## config.mk

```make
export PLATFORM = sky130hd
export DESIGN_NAME = rws_top
export DESIGN_NICKNAME = d
export VERILOG_FILES = /design/src/rws_pkg.sv /design/src/rws_sync.sv /design/src/rws_wdog.sv /design/src/rws_top.sv
export SDC_FILE = /design/constraint.sdc
export NUM_CORES = 1
export LEC_CHECK = 0
export BUFFER_PORTS_ARGS = -buffer_cell sky130_fd_sc_hd__buf_4
export CORE_ASPECT_RATIO = 0.75
export CORE_MARGIN = 2
export CORE_UTILIZATION = 29
export CTS_BUF_LIST = sky130_fd_sc_hd__clkbuf_16
export DETAILED_ROUTE_END_ITERATION = 7
export GPL_TIMING_DRIVEN = 0
export PLACE_DENSITY = 0.47
export SLEW_MARGIN = 10
export SYNTH_ARGS = -nofsm -noshare
export SYNTH_HDL_FRONTEND = slang
export SYNTH_SLANG_ARGS = --single-unit
```

## constraint.sdc

```tcl
create_clock -name REF_CLK_I -period 3.2 [get_ports REF_CLK_I]
set_clock_uncertainty 0.15 [all_clocks]
set_input_delay 0.48 -clock REF_CLK_I [delete_from_list [all_inputs] [get_ports REF_CLK_I]]
set_output_delay 0.48 -clock REF_CLK_I [all_outputs]
set_load 0.01 [all_outputs]
```

## src/rws_pkg.sv

```systemverilog
// Purpose: Shared constants and types for the reset and watchdog sequencer
// Assumes: 100 MHz core clock
// Notes: Times are kept in microseconds, cycle counts derive from them
//
// Functional notes
// - Two reset sources restore register defaults
// - Either reset clears USB device addresses
// - Either reset leaves interrupts disabled
// - Either reset zeroes both stack pointers
// - Cause flags: bit 4 supply-up, bit 6 watchdog
// - Execution restarts at program address zero
// - Reset entry pushes nothing onto stack
// - Supply-up reset holds core in semi-suspend
// - Release needs good supply, stable oscillator
// - 1 ms uninterruptible, then 95 ms hold-off
// - Upstream bus reset aborts hold-off immediately
// - Early bus reset leaves its interrupt pending
// - Supply drop re-asserts reset, repeats sequence
// - Any write to 0x26 clears watchdog
// - Watchdog rolls over after 8 ms unrestarted
// - Watchdog reset loads status 010X0001
// - Watchdog reset held 2 ms, then run
// - Watchdog reset disables USB transmitter

package rws_pkg;

   // Clock rate and documented times
   localparam int CLK_MHZ = 100;
   localparam int T_NOINT_US = 1000;
   localparam int T_HOLDOFF_US = 95000;
   localparam int T_WDR_HOLD_US = 2000;
   localparam int T_WDOG_US = 8000;

   // Cycle counts, exact at 100 MHz
   localparam int NOINT_CYC = T_NOINT_US * CLK_MHZ;
   localparam int HOLDOFF_CYC = T_HOLDOFF_US * CLK_MHZ;
   localparam int WDR_HOLD_CYC = T_WDR_HOLD_US * CLK_MHZ;
   localparam int WDOG_CYC = T_WDOG_US * CLK_MHZ;

   // Counter width, covers the longest span
   localparam int CNT_W = 24;

   // I/O register map
   localparam logic [7:0] ADDR_INT_EN = 8'h20;
   localparam logic [7:0] ADDR_WDOG_RESTART = 8'h26;
   localparam logic [7:0] ADDR_PSC = 8'hff;

   // Field positions
   localparam int BIT_BUSRST_IE = 0;
   localparam int BIT_RUN = 0;
   localparam int BIT_POR = 4;
   localparam int BIT_WDR = 6;

   // Reset values
   localparam logic [7:0] INT_EN_RST = 8'h00;
   localparam logic [7:0] PSC_POR_VAL = 8'h11;
   localparam logic [7:0] PSC_WDR_VAL = 8'h41;
   localparam logic [7:0] PSC_WDR_KEEP = 8'h10;
   localparam logic [13:0] RESET_PC = 14'h0000;
   localparam logic [7:0] STACK_RST = 8'h00;
   localparam logic [7:0] RDATA_IDLE = 8'h00;

   // Synchroniser lanes: supply, oscillator, bus reset
   localparam int SYNC_W = 3;
   localparam int LANE_SUPPLY = 0;
   localparam int LANE_OSC = 1;
   localparam int LANE_BUSRST = 2;

   // Sequencer states, Gray along the start-up path
   typedef enum logic [2:0] {
      RWS_POR_HOLD = 3'h0,
      RWS_NOINT = 3'h1,
      RWS_HOLDOFF = 3'h3,
      RWS_RUN = 3'h2,
      RWS_WDOG_HOLD = 3'h6
   } rws_seq_t;

   // Top-level state
   typedef struct packed {
      rws_seq_t seq;
      logic [CNT_W-1:0] cnt;
      logic bus_d;
      logic [7:0] int_en;
      logic [7:0] psc;
      logic gie;
      logic busrst_pend;
      logic [7:0] rdata;
      logic sys_rst_n;
      logic cpu_run;
      logic start;
      logic usb_tx_en;
      logic usb_addr_clr;
      logic irq;
      logic semi_susp;
      logic [13:0] fetch_addr;
      logic [7:0] stack_init;
      logic wdog_restart;
   } rws_state_t;

   // Watchdog state
   typedef struct packed {
      logic [CNT_W-1:0] cnt;
      logic roll;
   } rws_wdog_t;

   // Synchroniser state
   typedef struct packed {
      logic [SYNC_W-1:0] s1;
      logic [SYNC_W-1:0] s2;
   } rws_sync_t;

endpackage : rws_pkg

```

## src/rws_sync.sv

```systemverilog
// Purpose: Two-stage synchroniser for asynchronous pin levels
// Assumes: Inputs are slow levels
// Notes: First stage feeds only the second stage
`timescale 1ns/10ps

module rws_sync (
   input wire logic clk_i,
   input wire logic rst_n_i,
   input wire logic ce_i,
   input wire logic [rws_pkg::SYNC_W-1:0] d_i,
   output logic [rws_pkg::SYNC_W-1:0] q_o
);

   rws_pkg::rws_sync_t r; // Both stages
   rws_pkg::rws_sync_t n; // Next stages

   // Per-lane two-flop chain
   genvar g;
   generate
      for (g = 0; g < rws_pkg::SYNC_W; g = g + 1) begin : g_lane
         always_comb begin
            n.s1[g] = d_i[g];
            n.s2[g] = r.s1[g];
         end
      end
   endgenerate

   // Register, reset low so supply reads as absent
   always_ff @(posedge clk_i) begin
      if (!rst_n_i) begin
         r <= '0;
      end else if (ce_i) begin
         r <= n;
      end
   end

   assign q_o = r.s2;

endmodule : rws_sync

```

## src/rws_wdog.sv

```systemverilog
// Purpose: Watchdog counter with restart and rollover
// Assumes: Restart is a one-cycle pulse
// Notes: Counter held clear while the core is stopped
`timescale 1ns/10ps

module rws_wdog #(
   parameter int WDOG_CYC = rws_pkg::WDOG_CYC
) (
   input wire logic clk_i,
   input wire logic rst_n_i,
   input wire logic ce_i,
   input wire logic run_i,
   input wire logic restart_i,
   output logic roll_o
);

   rws_pkg::rws_wdog_t r; // Counter and rollover flag
   rws_pkg::rws_wdog_t n; // Next value

   // Count while running, roll over at the limit
   always_comb begin
      n = r;
      n.roll = 1'b0;
      if (!run_i) begin
         n.cnt = '0;
      end else if (restart_i) begin
         n.cnt = '0;
      end else if (r.cnt == rws_pkg::CNT_W'(WDOG_CYC - 1)) begin
         n.cnt = '0;
         n.roll = 1'b1;
      end else begin
         n.cnt = r.cnt + 1'b1;
      end
   end

   // State register
   always_ff @(posedge clk_i) begin
      if (!rst_n_i) begin
         r <= '0;
      end else if (ce_i) begin
         r <= n;
      end
   end

   assign roll_o = r.roll;

endmodule : rws_wdog

```

## src/rws_top.sv

```systemverilog
// Purpose: Supply-up and watchdog reset sequencer with cause flags
// Assumes: Single 100 MHz clock, pins synchronised here
// Notes: RST_N_I is treated exactly like a supply-up reset
`timescale 1ns/10ps

module rws_top #(
   parameter int NOINT_CYC = rws_pkg::NOINT_CYC,
   parameter int HOLDOFF_CYC = rws_pkg::HOLDOFF_CYC,
   parameter int WDR_HOLD_CYC = rws_pkg::WDR_HOLD_CYC,
   parameter int WDOG_CYC = rws_pkg::WDOG_CYC
) (
   input wire logic REF_CLK_I,
   input wire logic RST_N_I,
   input wire logic CE_I,
   input wire logic SUPPLY_OK_I,
   input wire logic OSC_STABLE_I,
   input wire logic USB_BUS_RESET_I,
   input wire logic [7:0] IO_ADDR_I,
   input wire logic IO_WR_I,
   input wire logic IO_RD_I,
   input wire logic [7:0] IO_WDATA_I,
   input wire logic INT_UNMASK_I,
   input wire logic INT_MASK_I,
   input wire logic BUS_RST_ACK_I,
   output logic [7:0] IO_RDATA_O,
   output logic SYS_RST_N_O,
   output logic CPU_RUN_O,
   output logic EXEC_START_O,
   output logic [13:0] FETCH_ADDR_O,
   output logic [7:0] STACK_INIT_O,
   output logic SEMI_SUSPEND_O,
   output logic USB_TX_EN_O,
   output logic USB_ADDR_CLR_O,
   output logic [7:0] INT_ENABLE_O,
   output logic GLOBAL_IE_O,
   output logic BUS_RST_IRQ_O
);

   rws_pkg::rws_state_t r; // Registered state
   rws_pkg::rws_state_t n; // Next state

   logic [rws_pkg::SYNC_W-1:0] pin_raw; // Asynchronous pins
   logic [rws_pkg::SYNC_W-1:0] pin_q; // Synchronised pins
   logic wdog_roll; // Watchdog rollover pulse
   logic supply_ok; // Supply above threshold
   logic osc_ok; // Oscillator stable
   logic bus_lvl; // Upstream bus reset level
   logic bus_edge; // Start of a bus reset
   logic por_cond; // Supply-up reset asserted
   logic io_wr_ok; // Write accepted
   logic in_reset; // Next state is a reset hold

   // Gather pins for the synchroniser
   always_comb begin
      pin_raw = '0;
      pin_raw[rws_pkg::LANE_SUPPLY] = SUPPLY_OK_I;
      pin_raw[rws_pkg::LANE_OSC] = OSC_STABLE_I;
      pin_raw[rws_pkg::LANE_BUSRST] = USB_BUS_RESET_I;
   end

   // Pin synchroniser, two flops per lane
   rws_sync u_sync (
      .clk_i(REF_CLK_I),
      .rst_n_i(RST_N_I),
      .ce_i(CE_I),
      .d_i(pin_raw),
      .q_o(pin_q)
   );

   // Watchdog, only counts while the core executes
   rws_wdog #(
      .WDOG_CYC(WDOG_CYC)
   ) u_wdog (
      .clk_i(REF_CLK_I),
      .rst_n_i(RST_N_I),
      .ce_i(CE_I),
      .run_i(r.cpu_run),
      .restart_i(r.wdog_restart),
      .roll_o(wdog_roll)
   );

   // Decode of synchronised levels
   always_comb begin
      supply_ok = pin_q[rws_pkg::LANE_SUPPLY];
      osc_ok = pin_q[rws_pkg::LANE_OSC];
      bus_lvl = pin_q[rws_pkg::LANE_BUSRST];
      // Edge taken from second stage and its delayed copy
      bus_edge = bus_lvl & ~r.bus_d;
      // Reset stays asserted until both are good
      por_cond = ~supply_ok | ~osc_ok;
      // Firmware writes only count while it runs
      io_wr_ok = IO_WR_I & r.cpu_run;
   end

   // Next-state logic
   always_comb begin
      n = r;
      n.start = 1'b0;
      n.wdog_restart = 1'b0;
      n.bus_d = bus_lvl;

      // Register writes
      if (io_wr_ok) begin
         case (IO_ADDR_I)
            rws_pkg::ADDR_INT_EN: begin
               n.int_en = IO_WDATA_I;
            end
            rws_pkg::ADDR_WDOG_RESTART: begin
               // Data value is ignored
               n.wdog_restart = 1'b1;
            end
            rws_pkg::ADDR_PSC: begin
               n.psc = IO_WDATA_I;
            end
            default: begin
               // Unmapped, no effect
            end
         endcase
      end

      // Global mask, unmask instruction wins a tie
      if (INT_UNMASK_I & r.cpu_run) begin
         n.gie = 1'b1;
      end else if (INT_MASK_I) begin
         n.gie = 1'b0;
      end

      // Pending bus reset, a new event beats the clear
      if (BUS_RST_ACK_I) begin
         n.busrst_pend = 1'b0;
      end
      if (bus_edge && (r.seq == rws_pkg::RWS_HOLDOFF || r.seq == rws_pkg::RWS_RUN)) begin
         n.busrst_pend = 1'b1;
      end

      // Sequencer
      case (r.seq)
         rws_pkg::RWS_POR_HOLD: begin
            // Core stopped, other blocks alive
            n.cnt = '0;
            if (!por_cond) begin
               n.seq = rws_pkg::RWS_NOINT;
            end
         end
         rws_pkg::RWS_NOINT: begin
            // Bus reset is ignored in this window
            if (r.cnt == rws_pkg::CNT_W'(NOINT_CYC - 1)) begin
               n.cnt = '0;
               n.seq = rws_pkg::RWS_HOLDOFF;
            end else begin
               n.cnt = r.cnt + 1'b1;
            end
         end
         rws_pkg::RWS_HOLDOFF: begin
            if (bus_edge) begin
               // Early exit straight into execution
               n.cnt = '0;
               n.seq = rws_pkg::RWS_RUN;
               n.start = 1'b1;
            end else if (r.cnt == rws_pkg::CNT_W'(HOLDOFF_CYC - 1)) begin
               n.cnt = '0;
               n.seq = rws_pkg::RWS_RUN;
               n.start = 1'b1;
            end else begin
               n.cnt = r.cnt + 1'b1;
            end
         end
         rws_pkg::RWS_RUN: begin
            n.cnt = '0;
            if (wdog_roll) begin
               n.seq = rws_pkg::RWS_WDOG_HOLD;
               // Cause pattern, supply-up flag kept
               n.psc = rws_pkg::PSC_WDR_VAL | (r.psc & rws_pkg::PSC_WDR_KEEP);
            end
         end
         rws_pkg::RWS_WDOG_HOLD: begin
            if (r.cnt == rws_pkg::CNT_W'(WDR_HOLD_CYC - 1)) begin
               n.cnt = '0;
               n.seq = rws_pkg::RWS_RUN;
               n.start = 1'b1;
            end else begin
               n.cnt = r.cnt + 1'b1;
            end
         end
         default: begin
            // Illegal code recovers through supply-up path
            n.cnt = '0;
            n.seq = rws_pkg::RWS_POR_HOLD;
         end
      endcase

      // Supply loss overrides everything, from any state
      if (por_cond) begin
         n.seq = rws_pkg::RWS_POR_HOLD;
         n.cnt = '0;
         n.start = 1'b0;
         n.psc = rws_pkg::PSC_POR_VAL;
      end

      in_reset = (n.seq == rws_pkg::RWS_POR_HOLD) || (n.seq == rws_pkg::RWS_WDOG_HOLD);

      // Defaults forced for the length of either reset
      if (in_reset) begin
         n.int_en = rws_pkg::INT_EN_RST;
         n.gie = 1'b0;
         n.busrst_pend = 1'b0;
         n.wdog_restart = 1'b0;
      end

      // Core held off until a start; globally masked while stopped
      if (n.seq != rws_pkg::RWS_RUN) begin
         n.gie = 1'b0;
      end

      // Status outputs
      n.sys_rst_n = ~in_reset;
      n.cpu_run = (n.seq == rws_pkg::RWS_RUN);
      n.semi_susp = (n.seq == rws_pkg::RWS_POR_HOLD) || (n.seq == rws_pkg::RWS_NOINT) ||
                    (n.seq == rws_pkg::RWS_HOLDOFF);
      // Addresses cleared, so nothing may be transmitted
      n.usb_addr_clr = in_reset;
      n.usb_tx_en = ~in_reset;

      // Start vector and stacks are loaded, never pushed
      if (n.seq != rws_pkg::RWS_RUN) begin
         n.fetch_addr = rws_pkg::RESET_PC;
         n.stack_init = rws_pkg::STACK_RST;
      end
      // Start pulse is a plain load; nothing is pushed on a stack

      // Interrupt request, serviced only once both enables are set
      n.irq = n.busrst_pend & n.int_en[rws_pkg::BIT_BUSRST_IE] & n.gie & n.cpu_run;

      // Registered read port, one cycle latency
      n.rdata = rws_pkg::RDATA_IDLE;
      if (IO_RD_I) begin
         case (IO_ADDR_I)
            rws_pkg::ADDR_INT_EN: begin
               n.rdata = r.int_en;
            end
            rws_pkg::ADDR_PSC: begin
               // Cause bits readable here
               n.rdata = r.psc;
            end
            default: begin
               // Restart register is write only, unmapped reads zero
               n.rdata = rws_pkg::RDATA_IDLE;
            end
         endcase
      end
   end

   // State register; reset gives the supply-up defaults
   always_ff @(posedge REF_CLK_I) begin
      if (!RST_N_I) begin
         r <= '0;
         r.psc <= rws_pkg::PSC_POR_VAL;
         r.usb_addr_clr <= 1'b1;
         r.semi_susp <= 1'b1;
      end else if (CE_I) begin
         r <= n;
      end
   end

   // Outputs straight from flops
   assign IO_RDATA_O = r.rdata;
   assign SYS_RST_N_O = r.sys_rst_n;
   assign CPU_RUN_O = r.cpu_run;
   assign EXEC_START_O = r.start;
   assign FETCH_ADDR_O = r.fetch_addr;
   assign STACK_INIT_O = r.stack_init;
   assign SEMI_SUSPEND_O = r.semi_susp;
   assign USB_TX_EN_O = r.usb_tx_en;
   assign USB_ADDR_CLR_O = r.usb_addr_clr;
   assign INT_ENABLE_O = r.int_en;
   assign GLOBAL_IE_O = r.gie;
   assign BUS_RST_IRQ_O = r.irq;

endmodule : rws_top

```

Word level (Yosys, flattened, before mapping) --
Index checks and enable logic that the tools add are counted.
Storage, ports and cells: register bits 92, bits of input ports 27, output and inout bits 46, logic and storage cells 101
Cells by class: add/subtract/negate cells 2, equality and inequality tests 17, muxes and demuxes 39, bitwise logic cells 11, reduce and logical (&&, ||, !) cells 11
Operator list (count):
- two-way mux 24 bit | 6
- case mux 27 bit (5 select lines) | 1
- two-way mux 8 bit | 7
- two-way mux 27 bit | 2
- adder 24 x 1 -> 24 bit (second input constant) | 2
- equality test 24 x 17 -> 1 bit (second input constant) | 1
- equality test 24 x 18 -> 1 bit (second input constant) | 1
- equality test 24 x 20 -> 1 bit (second input constant) | 1
- equality test 24 bit (second input constant) | 1
- equality test 8 x 6 -> 1 bit (second input constant) | 2
- two-way mux 16 bit | 1
- case mux 8 bit (2 select lines) | 1
- two-way mux 1 bit | 15
- equality test 3 x 2 -> 1 bit (second input constant) | 4
- two-way mux 3 bit | 4
- equality test 8 bit (second input constant) | 1
- AND 1 bit | 6
- equality test 3 x 1 -> 1 bit (second input constant) | 2
- equality test 3 bit (second input constant) | 2
- logical NOT 3 bit | 2
- logical OR 1 bit | 4
- inverter 1 bit | 4
- nonzero test 2 bit | 2
- != test 3 x 2 -> 1 bit (second input constant) | 1
- 7 further kinds | 7

Longest topological paths before layout --
depth after elaboration 11, depth in mapped cells 9

Modules after synthesis --
A second synthesis with hierarchy kept.
Unflattened totals: cells, all modules 606, area total of the unflattened synthesis 5181.2 µm²
By module, submodules not included:
- rws_top | times used 1, cells each 405, area an instance 3447.1 µm²
- rws_wdog | times used 1, cells each 182, area an instance 1505.2 µm²
- rws_sync | times used 1, cells each 19, area an instance 229.0 µm²

Worst setup path before layout --
OpenSTA, ideal clock, no wires.
kind input to register, from in IO_ADDR_I[0], to reg r, in the netlist BUS_RST_IRQ_O, setup time 0.117 ns, arrival time 2.226 ns, required time 2.933 ns, slack 0.707 ns, stages 6, path buffers 0, cell sequence or4b_4 nor4b_4 nand3_2 mux2_4 and3_4 a22o_1
On the way: cells in the longest elaborated chain, start to end 7
RTL lines:
- start: declaration | line rws_top.sv:18 | input wire logic [7:0] IO_ADDR_I,
- equality test 8 x 6 -> 1 bit | line rws_top.sv:104 | case (IO_ADDR_I)
- two-way mux 8 bit | line rws_top.sv:104
- two-way mux 16 bit | line rws_top.sv:103 | if (io_wr_ok) begin
- two-way mux 8 bit | line rws_top.sv:203 | if (in_reset) begin
- AND 1 bit (3 in a row) | line rws_top.sv:232 | n.irq = n.busrst_pend & n.int_en[rws_pkg::BIT_BUSRST_IE] & n.gie & n.cpu_run;
- end signal: assignment | line rws_top.sv:261 | r <= n;
- end: declaration | line rws_top.sv:39 | rws_pkg::rws_state_t r;
No other way between the ends. The select of a mux whose other input is x is not followed. A chain may end at the register's enable or synchronous reset.

Final worst setup path --
from reg r[57] in the netlist's numbering, to reg r[69] in the netlist's numbering
On the way: cells in the longest elaborated chain, start to end 5
RTL lines:
- adder 24 x 1 -> 24 bit / equality test 24 bit (equally long branches)
- two-way mux 24 bit | line rws_top.sv:160 | end else if (r.cnt == rws_pkg::CNT_W'(HOLDOFF_CYC - 1)) begin
- two-way mux 27 bit | line rws_top.sv:155 | if (bus_edge) begin
- case mux 27 bit (5 select lines) * | line rws_top.sv:137 | case (r.seq)
- two-way mux 27 bit * | line rws_top.sv:193 | if (por_cond) begin
Every way passes the cells marked *; elsewhere a longest branch is shown, timed or not.

==> out/qor.txt <==
Final Hold Fails -> 0
Ant diodes -> 0
Main combinational cell family by area after synthesis -> simple AND/OR/NAND/NOR gates
Area contributors post-synth -> dfxtp_1, mux2i_1, buf_4
Setup bufs post-CTS -> 0
Multi-input logic area -> 0.002835 sq mm
Compound-gate portion of the synthesized area -> 12.63%
Post-Synthesis Cells -> 604
Vias -> 4580
CTS tree -> yes
RR Endpoint -> r[69]
Async set-reset flop share out of synthesis -> 0%
Die X-Extent -> 156.1 um
Distinct cells, synth -> 66
PwrDens -> 394.4 mW/mm^2
Post-Synth Simple-Gate Area -> 31.18%
Clk buf depth -> 2
Worst-Skew Late Latency -> 350 ps
Worst-path cell chain -> ha_1, and3_1, nand3_1, o41ai_4, o22ai_1, buf_2, buf_2, nor3_1, nor3_1
Register area -> 0.001842 sq mm
Flop-to-flop setup slack -> 270 ps
Root buffer cell -> clkbuf_16
Status -> complete, no violations
WP data arrival -> 3000 ps
Syn_area_per_cell -> 8.332 sq um
Clk slew on worst S/H paths -> 70 ps
Layout cells sized above 1 -> 17.71%
RSZ-0062 raised after global routing -> false
Reg-to-Reg Start -> r[57]
First drt pass iteration count -> 5
Syn Std Cell Area -> 0.005032 sq mm
Crit path max fanout -> 10
DP Cell Count -> 888
Layout overhead on the synthesized area -> 20.29%
GPL Wtd Cong -> 0.9167
FF-to-FF path depth -> 9
Hold EP -> r[45]
Max-cap violations -> 0
#FFs+latches synth -> 92
Finished Layout Cells -> 904
DIE AREA -> 0.01843 sq mm
Largest net degree at the start of global routing -> 16
Post-synth EDFFs -> 0
Count leader, synth -> dfxtp_1
DRT iter0 DRCs -> 310
Final #Nets -> 713
Number of core rows -> 41
Final setup vio count -> 0
Min-delay worst type -> in2reg
Synth cell count leaders -> dfxtp_1, nor2_1, nand2_1
Dpl hpwl -> 11.02 mm
Tot GR Track Use -> 16.22%
Slew Viols, Final -> 0
Top-Level Pins -> 73
F_max -> 0.3414 GHz
Yosys warning count -> 0
Sequential fraction of the synthesis area -> 36.60%
Peak supply drop -> 238.3 uV
Global-route wire length before repair -> 23.66 mm
Fillers -> 1804
Worst Hold Depth -> 3
CP Launch Type -> flop
WL per Instance -> 16.25 um
Worst path max stage delay -> 430 ps
Die height -> 118.1 um
Worst Path Required -> 3270 ps
Synth Area in Adders -> 0.4973%
Final core occ -> 35.76%
Post-layout min period -> 2929 ps
Worst slew pin tran -> 1138 ps
Average vias per placed instance -> 5.066
Ys flop type -> dfxtp_1
Pwr Total -> 2.387 mW
Initial antenna violation count -> 0
Relative slew slack -> 23.55%
Initial Utilization -> 29.73%
Worst Hold Launch -> IO_WDATA_I[5]
Part of the cycle the worst path needs -> 91.52%
Core outline area -> 0.01693 sq mm
Vias in the first global route -> 4475
Clk sinks -> 92
IO Port Bufs -> 48
GRT overflow -> 0
Kind of critical path -> reg2reg
Lkg Pwr -> 2.283 nW
Clock buffer count from CTS -> 9
Synth Area in XOR/XNOR -> 3.133%
Slowest stage cell on the critical path -> dfxtp_1
CP endpoint kind -> flop
Mux share of post-synthesis cell area -> 6.862%
Post-route setup TNS -> 0 ps
Post-synth top area share -> 36.60%
Synth area leader -> dfxtp_1
DRC -> 0
Final wirelength -> 14.69 mm
H-tree depth -> 3
ANT nets after route -> 0
[worst max-delay path by stage]
stage / start / to / slack, ps / depth (start not counted)
after global routing: r[57] / r[69] / 50 / 9
final: r[57] / r[69] / 270 / 9
after detailed placement: CE_I / u_wdog.r[12] / 70 / 7
after CTS: r[57] / r[67] / 160 / 7
after floorplan: IO_ADDR_I[0] / BUS_RST_IRQ_O / 710 / 6
after global placement: CE_I / u_wdog.r[12] / 140 / 7
[flip-flops by register name, indices dropped and copies added (netlist names)]
signal	count
u_sync.q_o	3
CPU_RUN_O	1
u_sync.n	3
GLOBAL_IE_O	1
USB_TX_EN_O	1
EXEC_START_O	1
IO_RDATA_O	8
INT_ENABLE_O	8
u_wdog.roll_o	1
BUS_RST_IRQ_O	1
SEMI_SUSPEND_O	1
USB_ADDR_CLR_O	1
u_wdog.r	24
r	38
[area by class of cell]
type | instances | share of cell area, %
Inverter | 10 | 0.6201
Timing Repair Buffer | 48 | 5.953
Tap cell | 215 | 4.444
Clock inverter | 7 | 1.116
Buffer | 70 | 6.883
Sequential cell | 92 | 30.43
Clock buffer | 9 | 3.721
Multi-Input combinational cell | 453 | 46.84
[cells by family (layout without fill, tap and decap cells)]
group / Yosys count / count (layout)
AO/OA/AOI/OAI: 88 / 88
XOR/XNOR: 18 / 18
adder cells (fa/ha/maj): 2 / 2
buffers and inverters: 80 / 144
flip-flops: 92 / 92
multiplexers: 34 / 34
other: 1 / 22
AND/OR/NAND/NOR: 289 / 289
[stage by stage]
stage                     area (sq um)  setup slack, ps  hold slack (ps)
after floorplan                   5111            707.1            305.7
after global placement            5741            141.0            299.6
after detailed placement          5741            73.03            320.0
after CTS                         6033            161.3            214.6
after global routing              6053            49.24            225.0
final                             6053            271.3            221.6
[critical path: cells and delay by family, from the launching register on]
family	cells	cell delay [ps]
simple gates	4	740
compound gates	2	670
buf+inv	2	460
flops	1	430
fa+ha+maj	1	340
[what timing repair did]
item	in CTS	in global routing
resized for setup	0	3
hold buffers	0	0
endpoints found under the setup margin	0	9
[power breakdown]
group	internal [mW]	switching [mW]	leakage, nW
logic	0.0641	0.0940	1.40
clock network	0.602	0.473	0.139
registers	1.15	0.00440	0.742
[cells in the final DEF (no fill, tap or decap), types with 3 or more instances in the layout]
| master | instances |
|---|---|
| a22oi_1 | 9 |
| and4_1 | 4 |
| nand2_1 | 43 |
| clkbuf_16 | 9 |
| xor2_1 | 10 |
| nand4_1 | 19 |
| dfxtp_1 | 92 |
| or3_1 | 3 |
| a211oi_1 | 3 |
| buf_4 | 87 |
| a21oi_1 | 16 |
| nor4b_1 | 8 |
| nor4_1 | 6 |
| nand3_1 | 32 |
| conb_1 | 22 |
| o21a_1 | 3 |
| xnor2_1 | 8 |
| o211ai_1 | 6 |
| nor2_1 | 58 |
| buf_2 | 6 |
| nor3_1 | 42 |
| inv_1 | 10 |
| or4_1 | 4 |
| nor2b_1 | 23 |
| clkbuf_1 | 24 |
| and3_1 | 14 |
| o21ai_0 | 17 |
| a21boi_0 | 6 |
| nand2b_1 | 5 |
| mux2i_1 | 33 |
| a32o_1 | 8 |
| and2_1 | 9 |
| o31ai_1 | 3 |
[layer usage]
layer	global-route usage (%)	vias to the layer above	wire [um]
li1	-	2282	-
met1	23.81	2162	7517
met2	23.70	124	6185
met3	3.535	12	820
met4	4.530	0	162
met5	0	-	0
Note: power is estimated with default switching activity, not from simulation.
